--- src/hdl/fpmc_params.svh ---
/*
 * fpmc_params.svh: register offsets, field values, reset values and timing
 * figures of the front panel menu controller.
 * assumes: included by bare name; definitions only.
 */
`ifndef FPMC_PARAMS_SVH
`define FPMC_PARAMS_SVH

// ****************************************
// register offsets (byte addresses)
// ****************************************
`define FPMC_REG_GAIN 8'h00
`define FPMC_REG_SET 8'h04
`define FPMC_REG_STAT 8'h08
`define FPMC_REG_CTRL 8'h0c
`define FPMC_CTRL_LOCK_BIT 0

// ****************************************
// setting limits and encodings
// ****************************************
`define FPMC_GAIN_MIN 9'h032
`define FPMC_GAIN_MAX 9'h15e
`define FPMC_GAIN_DEF 9'h0c8
`define FPMC_GAIN_STEP_10DB 9'h014
`define FPMC_GAIN_STEP_1DB 9'h002
`define FPMC_GAIN_STEP_HALF 9'h001
`define FPMC_OFS_LIM 12'h7d0
`define FPMC_OFS_STEP_1000 12'h3e8
`define FPMC_OFS_STEP_100 12'h064
`define FPMC_OFS_STEP_10 12'h00a
`define FPMC_OFS_STEP_1 12'h001
`define FPMC_ADDR_MAX 5'h1f
`define FPMC_REF_INT 2'h0
`define FPMC_REF_EXT 2'h1
`define FPMC_REF_AUTO 2'h2
`define FPMC_IFACE_LAST 2'h2

// ****************************************
// timing
// ****************************************
`define FPMC_CLK_PERIOD_NS 4
`define FPMC_CYC_PER_MS (1000000 / `FPMC_CLK_PERIOD_NS)
`define FPMC_TIMEOUT_S 30
`define FPMC_TIMEOUT_MS (`FPMC_TIMEOUT_S * 1000)
`define FPMC_DEBOUNCE_MS 10
`define FPMC_STAGE_MS 1500

`endif

--- src/hdl/fpmc_pkg.sv ---
/*
 * fpmc_pkg.sv: types of the front panel menu controller.
 * assumes: compiled before the controller.
 */
package fpmc_pkg;

	typedef enum logic [2:0] {FPMC_ST_LAMP, FPMC_ST_VER, FPMC_ST_NORM, FPMC_ST_MENU,
		FPMC_ST_SAVE} fpmc_state_t;

	typedef enum logic [2:0] {FPMC_M_GAIN, FPMC_M_MUTE, FPMC_M_REFMODE, FPMC_M_OFFSET,
		FPMC_M_REMOTE, FPMC_M_IFACE, FPMC_M_ADDR} fpmc_menu_t;

	// one full set of operator settings, 32 bits
	typedef struct packed {
		logic [8:0] gain;
		logic mute;
		logic [1:0] ref_mode;
		logic signed [11:0] offset;
		logic remote;
		logic [1:0] iface;
		logic [4:0] addr;
	} fpmc_set_t;

	// what the lcd shows
	typedef struct packed {
		fpmc_state_t screen;
		fpmc_menu_t menu;
		logic [2:0] cursor;
		logic ref_ext;
	} fpmc_disp_t;

	// debounced switch presses, one bit each
	typedef struct packed {
		logic menu;
		logic left;
		logic right;
		logic up;
		logic down;
	} fpmc_sw_t;

endpackage : fpmc_pkg

--- src/hdl/fpmc_top.sv ---
/*
 * fpmc_top.sv: front panel menu controller: switches, menus, save prompt,
 * power-up screens, alarm and reference selection, register port.
 * assumes: switch, pll and reference level pins are asynchronous; the
 * non-volatile store is on clk and presents its contents on nv_rdata.
 */
// Strobed register access and the register addresses were left to the implementer.
`timescale 1ns/1ns
`default_nettype none
`include "fpmc_params.svh"

module fpmc_top
	import fpmc_pkg::*;
#(
	parameter int N_PLL = 2,
	parameter int CYC_PER_MS = `FPMC_CYC_PER_MS,
	parameter int TIMEOUT_MS = `FPMC_TIMEOUT_MS,
	parameter int DEBOUNCE_MS = `FPMC_DEBOUNCE_MS,
	parameter int STAGE_MS = `FPMC_STAGE_MS
) (
	input wire logic clk,
	input wire logic sys_rst,
	input wire logic menu_sw_n,
	input wire logic left_sw_n,
	input wire logic right_sw_n,
	input wire logic up_sw_n,
	input wire logic down_sw_n,
	input wire logic [N_PLL-1:0] pll_unlock,
	input wire logic ext_ref_low,
	input wire fpmc_set_t nv_rdata,
	output logic nv_wr,
	output fpmc_set_t nv_wdata,
	output fpmc_set_t act_set,
	output logic ref_sel_ext,
	output fpmc_disp_t lcd,
	output logic alarm_indicator_led,
	output logic power_indicator_led,
	output logic remote_led,
	input wire logic [7:0] reg_addr,
	input wire logic [31:0] reg_wdata,
	input wire logic reg_we,
	input wire logic reg_re,
	output logic [31:0] reg_rdata
);

	// ****************************************
	// parameter checks
	// ****************************************
	if (N_PLL < 1 || CYC_PER_MS < 2 || CYC_PER_MS > 1048575) begin : g_bad_rate
		$error("fpmc_top: bad pll count or clock rate");
	end
	if (DEBOUNCE_MS < 1 || DEBOUNCE_MS > 255 || TIMEOUT_MS < 2 || TIMEOUT_MS > 65535
		|| STAGE_MS < 1 || STAGE_MS > 65535) begin : g_bad_timing
		$error("fpmc_top: bad timing parameter");
	end

	// ****************************************
	// state
	// ****************************************
	typedef struct packed {
		logic [4:0] sw1;
		logic [4:0] sw2;
		logic [4:0] stable;
		logic [4:0][7:0] db;
		fpmc_sw_t ev;
		logic [N_PLL-1:0] pll1;
		logic [N_PLL-1:0] pll2;
		logic ext1;
		logic ext2;
		logic [19:0] pre;
		logic [15:0] ms;
		fpmc_state_t st;
		fpmc_menu_t menu;
		logic [2:0] cur;
		fpmc_set_t saved;
		fpmc_set_t work;
		logic loaded;
		logic lock;
		logic nv_wr;
		fpmc_set_t act;
		logic refext;
		logic alarm;
		logic power;
		logic remote;
		fpmc_disp_t disp;
		logic [31:0] rdata;
	} fpmc_regs_t;

	fpmc_regs_t q;
	fpmc_regs_t d;

	// ****************************************
	// helpers
	// ****************************************
	function automatic int fpmc_step(input int v, input int st, input int lo, input int hi,
		input logic up);
		int r;
		r = up ? v + st : v - st;
		if (r > hi)
			r = hi;
		if (r < lo)
			r = lo;
		return r;
	endfunction : fpmc_step

	// cursor position of the return marker in each menu
	function automatic logic [2:0] fpmc_last_cur(input fpmc_menu_t m);
		unique case (m)
			FPMC_M_GAIN: return 3'h3;
			FPMC_M_OFFSET: return 3'h4;
			FPMC_M_ADDR: return 3'h2;
			default: return 3'h1;
		endcase
	endfunction : fpmc_last_cur

	// a corrupt store must not bring up an out-of-range setting
	function automatic fpmc_set_t fpmc_fix(input fpmc_set_t s);
		fpmc_set_t r;
		r = s;
		if (s.gain < `FPMC_GAIN_MIN || s.gain > `FPMC_GAIN_MAX)
			r.gain = `FPMC_GAIN_DEF;
		if (s.offset > $signed(`FPMC_OFS_LIM) || s.offset < -$signed(`FPMC_OFS_LIM))
			r.offset = 12'h000;
		if (s.ref_mode > `FPMC_REF_AUTO)
			r.ref_mode = `FPMC_REF_INT;
		if (s.iface > `FPMC_IFACE_LAST)
			r.iface = 2'h0;
		return r;
	endfunction : fpmc_fix

	// ****************************************
	// next state
	// ****************************************
	logic tick;
	logic editing;
	fpmc_set_t act;

	always_comb begin
		d = q;
		tick = (q.pre == 20'(CYC_PER_MS - 1));
		d.pre = tick ? 20'h00000 : q.pre + 20'h00001;
		d.nv_wr = 1'b0;

		// two-flop synchronisers
		d.sw1 = ~{menu_sw_n, left_sw_n, right_sw_n, up_sw_n, down_sw_n};
		d.sw2 = q.sw1;
		d.pll1 = pll_unlock;
		d.pll2 = q.pll1;
		d.ext1 = ext_ref_low;
		d.ext2 = q.ext1;

		// debounce: level must hold DEBOUNCE_MS before it counts
		for (int i = 0; i < 5; i++) begin
			if (q.sw2[i] == q.stable[i]) begin
				d.db[i] = 8'h00;
			end else if (tick) begin
				if (q.db[i] == 8'(DEBOUNCE_MS - 1)) begin
					d.stable[i] = q.sw2[i];
					d.db[i] = 8'h00;
				end else begin
					d.db[i] = q.db[i] + 8'h01;
				end
			end
		end
		d.ev = fpmc_sw_t'(d.stable & ~q.stable & {5{~q.lock}});

		// first cycle after reset: take the stored settings
		if (!q.loaded) begin
			d.saved = fpmc_fix(nv_rdata);
			d.loaded = 1'b1;
		end

		unique case (q.st)
			FPMC_ST_LAMP, FPMC_ST_VER: begin
				if (tick) begin
					if (q.ms == 16'(STAGE_MS - 1)) begin
						d.ms = 16'h0000;
						d.st = (q.st == FPMC_ST_LAMP) ? FPMC_ST_VER : FPMC_ST_NORM;
					end else begin
						d.ms = q.ms + 16'h0001;
					end
				end
			end
			FPMC_ST_NORM: begin
				if (q.ev.menu) begin
					d.st = FPMC_ST_MENU;
					d.menu = FPMC_M_GAIN;
					d.cur = 3'h0;
					d.work = q.saved;
					d.ms = 16'h0000;
				end
			end
			FPMC_ST_MENU, FPMC_ST_SAVE: begin
				if (q.ev != '0)
					d.ms = 16'h0000;
				else if (tick)
					d.ms = q.ms + 16'h0001;
				if (q.ev.left && q.cur != 3'h0)
					d.cur = q.cur - 3'h1;
				if (q.ev.right && q.cur != (q.st == FPMC_ST_SAVE ? 3'h1 : fpmc_last_cur(q.menu)))
					d.cur = q.cur + 3'h1;
				if (q.st == FPMC_ST_MENU && (q.ev.up || q.ev.down)
					&& q.cur != fpmc_last_cur(q.menu)) begin
					unique case (q.menu)
						FPMC_M_GAIN:
							d.work.gain = 9'(fpmc_step(int'(q.work.gain),
								q.cur == 3'h0 ? int'(`FPMC_GAIN_STEP_10DB) :
								q.cur == 3'h1 ? int'(`FPMC_GAIN_STEP_1DB) :
								int'(`FPMC_GAIN_STEP_HALF), int'(`FPMC_GAIN_MIN),
								int'(`FPMC_GAIN_MAX), q.ev.up));
						FPMC_M_MUTE:
							d.work.mute = ~q.work.mute;
						FPMC_M_REMOTE:
							d.work.remote = ~q.work.remote;
						FPMC_M_REFMODE:
							d.work.ref_mode = q.ev.up ?
								(q.work.ref_mode == `FPMC_REF_AUTO ? `FPMC_REF_INT :
								q.work.ref_mode + 2'h1) :
								(q.work.ref_mode == `FPMC_REF_INT ? `FPMC_REF_AUTO :
								q.work.ref_mode - 2'h1);
						FPMC_M_IFACE:
							d.work.iface = q.ev.up ?
								(q.work.iface == `FPMC_IFACE_LAST ? 2'h0 : q.work.iface + 2'h1) :
								(q.work.iface == 2'h0 ? `FPMC_IFACE_LAST : q.work.iface - 2'h1);
						FPMC_M_OFFSET:
							d.work.offset = 12'(fpmc_step(int'(q.work.offset),
								q.cur == 3'h0 ? int'(`FPMC_OFS_STEP_1000) :
								q.cur == 3'h1 ? int'(`FPMC_OFS_STEP_100) :
								q.cur == 3'h2 ? int'(`FPMC_OFS_STEP_10) :
								int'(`FPMC_OFS_STEP_1), -int'(`FPMC_OFS_LIM),
								int'(`FPMC_OFS_LIM), q.ev.up));
						FPMC_M_ADDR:
							d.work.addr = 5'(fpmc_step(int'(q.work.addr), q.cur == 3'h0 ? 10 : 1,
								0, int'(`FPMC_ADDR_MAX), q.ev.up));
					endcase
				end
				if (q.ev.menu) begin
					d.cur = 3'h0;
					if (q.st == FPMC_ST_SAVE) begin
						d.st = FPMC_ST_NORM;
						if (q.cur == 3'h0) begin
							d.saved = q.work;
							d.nv_wr = 1'b1;
						end
					end else if (q.cur == fpmc_last_cur(q.menu) || q.menu == FPMC_M_ADDR) begin
						d.st = FPMC_ST_SAVE;
					end else begin
						d.menu = fpmc_menu_t'(q.menu + 3'h1);
					end
				end else if (tick && q.ms == 16'(TIMEOUT_MS - 1)) begin
					d.st = FPMC_ST_NORM;
				end
			end
			default: d.st = FPMC_ST_NORM;
		endcase

		// gain under edit reaches the signal path at once; the rest waits for yes
		editing = (q.st == FPMC_ST_MENU || q.st == FPMC_ST_SAVE);
		act = q.saved;
		if (editing)
			act.gain = q.work.gain;
		d.act = act;
		d.refext = (q.saved.ref_mode == `FPMC_REF_EXT)
			|| (q.saved.ref_mode == `FPMC_REF_AUTO && !q.ext2);
		d.alarm = |q.pll2;
		d.remote = q.saved.remote;
		d.power = 1'b1;
		d.disp.screen = q.st;
		d.disp.menu = q.menu;
		d.disp.cursor = q.cur;
		d.disp.ref_ext = q.refext;

		// register port
		if (reg_we && reg_addr == `FPMC_REG_CTRL)
			d.lock = reg_wdata[`FPMC_CTRL_LOCK_BIT];
		d.rdata = 32'h00000000;
		if (reg_re) begin
			unique case (reg_addr)
				`FPMC_REG_GAIN: d.rdata = {23'h000000, q.act.gain};
				`FPMC_REG_SET: d.rdata = q.saved;
				`FPMC_REG_STAT: d.rdata = {20'h00000, q.st, q.menu, q.cur, q.refext, q.alarm,
					editing};
				`FPMC_REG_CTRL: d.rdata = {31'h00000000, q.lock};
				default: d.rdata = 32'h00000000;
			endcase
		end
	end

	// ****************************************
	// registers
	// ****************************************
	always_ff @(posedge clk) begin
		if (sys_rst) begin
			q <= '0;
			q.st <= FPMC_ST_LAMP;
			q.menu <= FPMC_M_GAIN;
			q.saved.gain <= `FPMC_GAIN_DEF;
			q.work.gain <= `FPMC_GAIN_DEF;
			q.act.gain <= `FPMC_GAIN_DEF;
		end else begin
			q <= d;
		end
	end

	assign nv_wr = q.nv_wr;
	assign nv_wdata = q.saved;
	assign act_set = q.act;
	assign ref_sel_ext = q.refext;
	assign lcd = q.disp;
	assign alarm_indicator_led = q.alarm;
	assign power_indicator_led = q.power;
	assign remote_led = q.remote;
	assign reg_rdata = q.rdata;

	// ****************************************
	// checks
	// ****************************************
	a_gain_range: assert property (@(posedge clk) disable iff (sys_rst)
		q.loaded |-> (act_set.gain >= `FPMC_GAIN_MIN && act_set.gain <= `FPMC_GAIN_MAX))
		else $error("gain outside 5.0..35.0 dB");

	a_offset_range: assert property (@(posedge clk) disable iff (sys_rst)
		q.work.offset <= $signed(`FPMC_OFS_LIM) && q.work.offset >= -$signed(`FPMC_OFS_LIM))
		else $error("offset outside limits");

	a_alarm_follow: assert property (@(posedge clk) disable iff (sys_rst)
		q.loaded |-> alarm_indicator_led == (|$past(q.pll2)))
		else $error("alarm does not follow pll unlock");

	a_remote_led: assert property (@(posedge clk) disable iff (sys_rst)
		q.loaded |=> remote_led == $past(q.saved.remote))
		else $error("remote led does not follow remote mode");

	a_ref_select: assert property (@(posedge clk) disable iff (sys_rst)
		(q.saved.ref_mode == `FPMC_REF_AUTO && q.ext2 && $stable(q.saved.ref_mode))
		|=> !ref_sel_ext)
		else $error("auto mode kept a weak external reference");

	a_save_commit: assert property (@(posedge clk) disable iff (sys_rst)
		(q.st == FPMC_ST_SAVE && q.ev.menu && q.cur == 3'h0)
		|=> nv_wr && nv_wdata == $past(q.work) ##1 !nv_wr)
		else $error("yes did not commit settings");

	a_no_commit: assert property (@(posedge clk) disable iff (sys_rst)
		(q.loaded && !(q.st == FPMC_ST_SAVE && q.ev.menu && q.cur == 3'h0))
		|=> $stable(q.saved) && !nv_wr)
		else $error("settings changed without yes");

	a_timeout_exit: assert property (@(posedge clk) disable iff (sys_rst)
		(q.st == FPMC_ST_MENU && tick && q.ms == 16'(TIMEOUT_MS - 1) && q.ev == '0)
		|=> q.st == FPMC_ST_NORM ##1 act_set.gain == q.saved.gain)
		else $error("idle editing not abandoned");

	a_menu_order: assert property (@(posedge clk) disable iff (sys_rst)
		(q.st == FPMC_ST_MENU && q.ev.menu && q.menu != FPMC_M_ADDR
		&& q.cur != fpmc_last_cur(q.menu)) |=> q.menu == fpmc_menu_t'($past(q.menu) + 3'h1))
		else $error("menu order broken");

	a_toggle: assert property (@(posedge clk) disable iff (sys_rst)
		(q.st == FPMC_ST_MENU && q.menu == FPMC_M_MUTE && q.cur == 3'h0
		&& (q.ev.up || q.ev.down)) |=> q.work.mute != $past(q.work.mute))
		else $error("on/off item did not toggle");

	a_power_seq: assert property (@(posedge clk) disable iff (sys_rst)
		q.st == FPMC_ST_LAMP |=> q.st == FPMC_ST_LAMP || q.st == FPMC_ST_VER)
		else $error("power-up screens out of order");

endmodule : fpmc_top
`default_nettype wire

--- config.mk ---
export PLATFORM = sky130hd
export DESIGN_NAME = fpmc_top
export DESIGN_NICKNAME = d
export VERILOG_FILES = /design/src/hdl/fpmc_pkg.sv /design/src/hdl/fpmc_top.sv
export VERILOG_INCLUDE_DIRS = /design/src /design/src/hdl
export SDC_FILE = /design/constraint.sdc
export NUM_CORES = 1
export LEC_CHECK = 0
export BUFFER_PORTS_ARGS = -buffer_cell sky130_fd_sc_hd__buf_2
export CAP_MARGIN = 20
export CORE_MARGIN = 2
export CORE_UTILIZATION = 30
export CTS_CLUSTER_DIAMETER = 30
export DETAILED_ROUTE_END_ITERATION = 12
export PLACE_DENSITY_LB_ADDON = 0.25
export SLEW_MARGIN = 20
export SYNTH_ARGS = -nofsm -noshare
export SYNTH_HDL_FRONTEND = slang
export SYNTH_SLANG_ARGS = --single-unit
export TNS_END_PERCENT = 100
--- constraint.sdc ---
create_clock -name clk -period 12.14 [get_ports clk]
set_input_delay 0 -clock clk [delete_from_list [all_inputs] [get_ports clk]]
set_output_delay 0 -clock clk [all_outputs]
set_load 0.005 [all_outputs]
==> results by group <==
Setup path
  • CP Capture Type: flop
  • Critical Path AT: 5450 ps
  • Crit path kind: reg -> reg
  • Req. time, crit path: 12660 ps
  • CP startpoint kind: flop
  • CP Max Fanout: 11

Global route
  • Total grt overflow: 0
  • Largest net degree at the start of global routing: 71
  • Initial antenna violation count: 2
  • GRT Overall Usage: 16.8%
  • First-pass GRT wire length: 59.8 mm
  • Vias in the first global route: 11000

Clocking
  • Post-CTS Setup Bufs: 0
  • H-tree levels: 3
  • CTS root buf: clkbuf_16
  • Clock transition at the registers of the reported paths: 50 ps
  • Maximum clock path buffer count: 3
  • Cts hold-fix bufs: 57
  • Clock sinks: 254
  • PostCTS Resize Cnt: 0
  • Worst skew pair latency: 590 ps
  • TritonCTS clock tree: done
  • CTS Buf Count: 74

Synth
  • Warnings, synthesis: 0
  • Synth async-reset ratio: 0%
  • Sequential share of the synthesized area: 38.7%
  • Synth cell types: 89
  • Post-synth top cells: dfxtp_1, nor2_1, buf_4, nand2_1, a21oi_1
  • Area leader, netlist: dfxtp_1
  • Synth Instances: 1523
  • EDFF count, synth: 0
  • Synth Flop Type: dfxtp_1
  • Synthesized area: 0.0131 mm2
  • Syn_nets: 1667
  • Share of the synthesized area in the top cell type: 38.7%
  • Most common cell in the netlist: dfxtp_1
  • Synth area leaders: dfxtp_1, buf_4, nor2_1
  • #FFs+latches synth: 254
  • Syn Area/Cell: 8.63 um2

Place
  • Hpwl dp: 26.6 mm
  • Placer Congestion: 0.885
  • Port bufs: 163
  • Placed Instance Area: 0.0137 mm2
  • Placed cell count: 2105

Die
  • Core region area: 0.0432 mm2
  • FP Rows: 76
  • Die width: 213 um
  • Die H: 213 um
  • Starting Density: 30.4%
  • Die ar.: 0.0455 mm2
  • Io pins: 195

Finish
  • Area Overhead vs Synth: 30.1%
  • Fin nets: 1797
  • FF/Latch Area: 0.00508 mm2
  • Share of post-route cells with drive strength above 1: 19.6%
  • Multi-input gate area: 0.00678 mm2
  • Finished Layout Cells: 2299
  • Ant diodes: 0
  • Fillers: 4397
  • Design Area, Final: 0.0171 mm2

Timing
  • Period minus WS final: 4930 ps
  • Worst-Margin Slew: 1050 ps
  • RSZ-0062 raised after global routing: no
  • Max Clk Rate: 203 MHz
  • Clock skew: 25.6 ps
  • Setup TNS: 0 ps
  • Slew Limit Fails: 0
  • Setup violators final: 0
  • Final period util: 40.6%
  • Hold WS: 61.2 ps
  • Final Hold Fails: 0
  • Slew Limit Headroom: 30.1%

Power and ir drop
  • Switch Pwr: 0.659 mW
  • Worst vdd ir: 0.122 mV
  • Power after layout: 3.11 mW
  • Clock share of power: 68.9%
  • P_int: 2.46 mW
  • Lkg Pwr: 7.04 nW
  • Power per cell area: 182 mW/mm2
  • Flop pwr share: 27.8%
  • Logic pwr share: 3.3%
  • Switching share of power: 21.2%

Detailed routing
  • Routed WL: 38.5 mm
  • Initial DRC Count: 829
  • WL/cell: 16.8 um
  • Total vias in the final route: 11400
  • First-pass iteration count of the detailed router: 5
  • Vias per std cell: 4.96
  • Routed Antenna Nets: 0
  • Remaining DRCs: 0

Status
  • Status: finished clean

Worst hold path
  • Hold Crit Class: in -> reg

Flow run
  • Max_cap viols: 0
## sequential cells by signal (all words and copies together), names as in the netlist
signal,cells
act_set,31
alarm_indicator_led,1
d,17
lcd,10
nv_wdata,32
nv_wr,1
q,128
ref_sel_ext,1
reg_rdata,32
remote_led,1
## worst paths after layout
kind              slack, ps                 endpoint  depth (start not counted)               start
setup / recovery       7210       q[95]$_SDFFE_PP0P_                         14  d[33]$_SDFFE_PP0P_
hold / removal           60  reg_rdata[4]$_SDFF_PP0_                          4         reg_addr[7]
setup reg to reg       7210       q[95]$_SDFFE_PP0P_                         14  d[33]$_SDFFE_PP0P_
hold reg to reg         430        q[250]$_SDFF_PP0_                          1   d[250]$_SDFF_PP0_
## power by group through the flow
stage	Combinational (mW)	Sequential (mW)	Clock (mW)
after detailed placement	0.0885	0.880	0
final	0.103	0.866	2.15
after floorplan	0.0634	0.872	0
after global routing	0.113	0.866	2.23
after CTS	0.103	0.865	2.18
after global placement	0.0876	0.880	0
## per-layer routing
layer | up-vias | wire length (um) | GRT usage, %
li1 | 5560 | - | -
met1 | 5408 | 18300 | 23.1
met2 | 357 | 16600 | 24.9
met3 | 78 | 2710 | 4.37
met4 | 0 | 881 | 6.61
met5 | - | 0 | 0
## cells by family (layout without fill, tap and decap cells)
kind of cell / after synthesis / count (layout) / share of synthesized area (%)
AND/OR/NAND/NOR: 556 / 556 / 21.2
AO/OA/AOI/OAI: 308 / 308 / 16.2
flip-flops: 254 / 254 / 38.7
buffers and inverters: 230 / 421 / 9.79
XOR/XNOR: 84 / 84 / 5.60
adder cells (fa/ha/maj): 60 / 60 / 6.00
multiplexers: 31 / 31 / 2.48
## area by class of cell
class | instances | share of cell area [%]
multi-input cells | 1039 | 39.7
clock inverters | 41 | 3.94
repair buffers | 234 | 8.74
well taps | 585 | 4.28
inverters | 50 | 1.10
flip-flops and latches | 254 | 29.8
clock buffers | 96 | 12.5
## metrics by stage
| stage | util [%] | setup slack [ps] |
|---|---|---|
| after detailed placement | 31.7 | 7310 |
| after floorplan | - | 8130 |
| after global routing | 39.6 | 6890 |
| after global placement | 31.7 | 7350 |
| after CTS | 39.6 | 7310 |
| final | 39.6 | 7210 |
## worst max-delay path, cell delays in order (launching register included)
cell	delay [ps]
dfxtp_1	560
inv_1	240
ha_1	300
nand2_1	340
inv_1	340
xnor2_1	510
ha_1	410
a211o_1	310
or2_1	240
o211a_1	220
a211oi_1	340
a2111oi_0	160
a31oi_2	500
o21ai_0	230
a21oi_1	160
## cells in the final DEF (no fill, tap or decap), drive strengths merged, types with 11 or more instances in the layout
cell / count
a211o: 14
a211oi: 38
a21o: 12
a21oi: 82
a221oi: 27
a31oi: 11
and2: 25
and3: 18
buf: 177
bufinv: 15
clkbuf: 96
clkinv: 16
dfxtp: 254
dlygate4sd3: 57
ha: 55
inv: 50
mux2i: 28
nand2: 84
nand3: 43
nand4: 29
nor2: 200
nor2b: 48
nor3: 35
nor4: 12
nor4b: 13
o21ai: 50
xnor2: 29
xor2: 55
No activity file was read; power rests on OpenSTA's default activity.
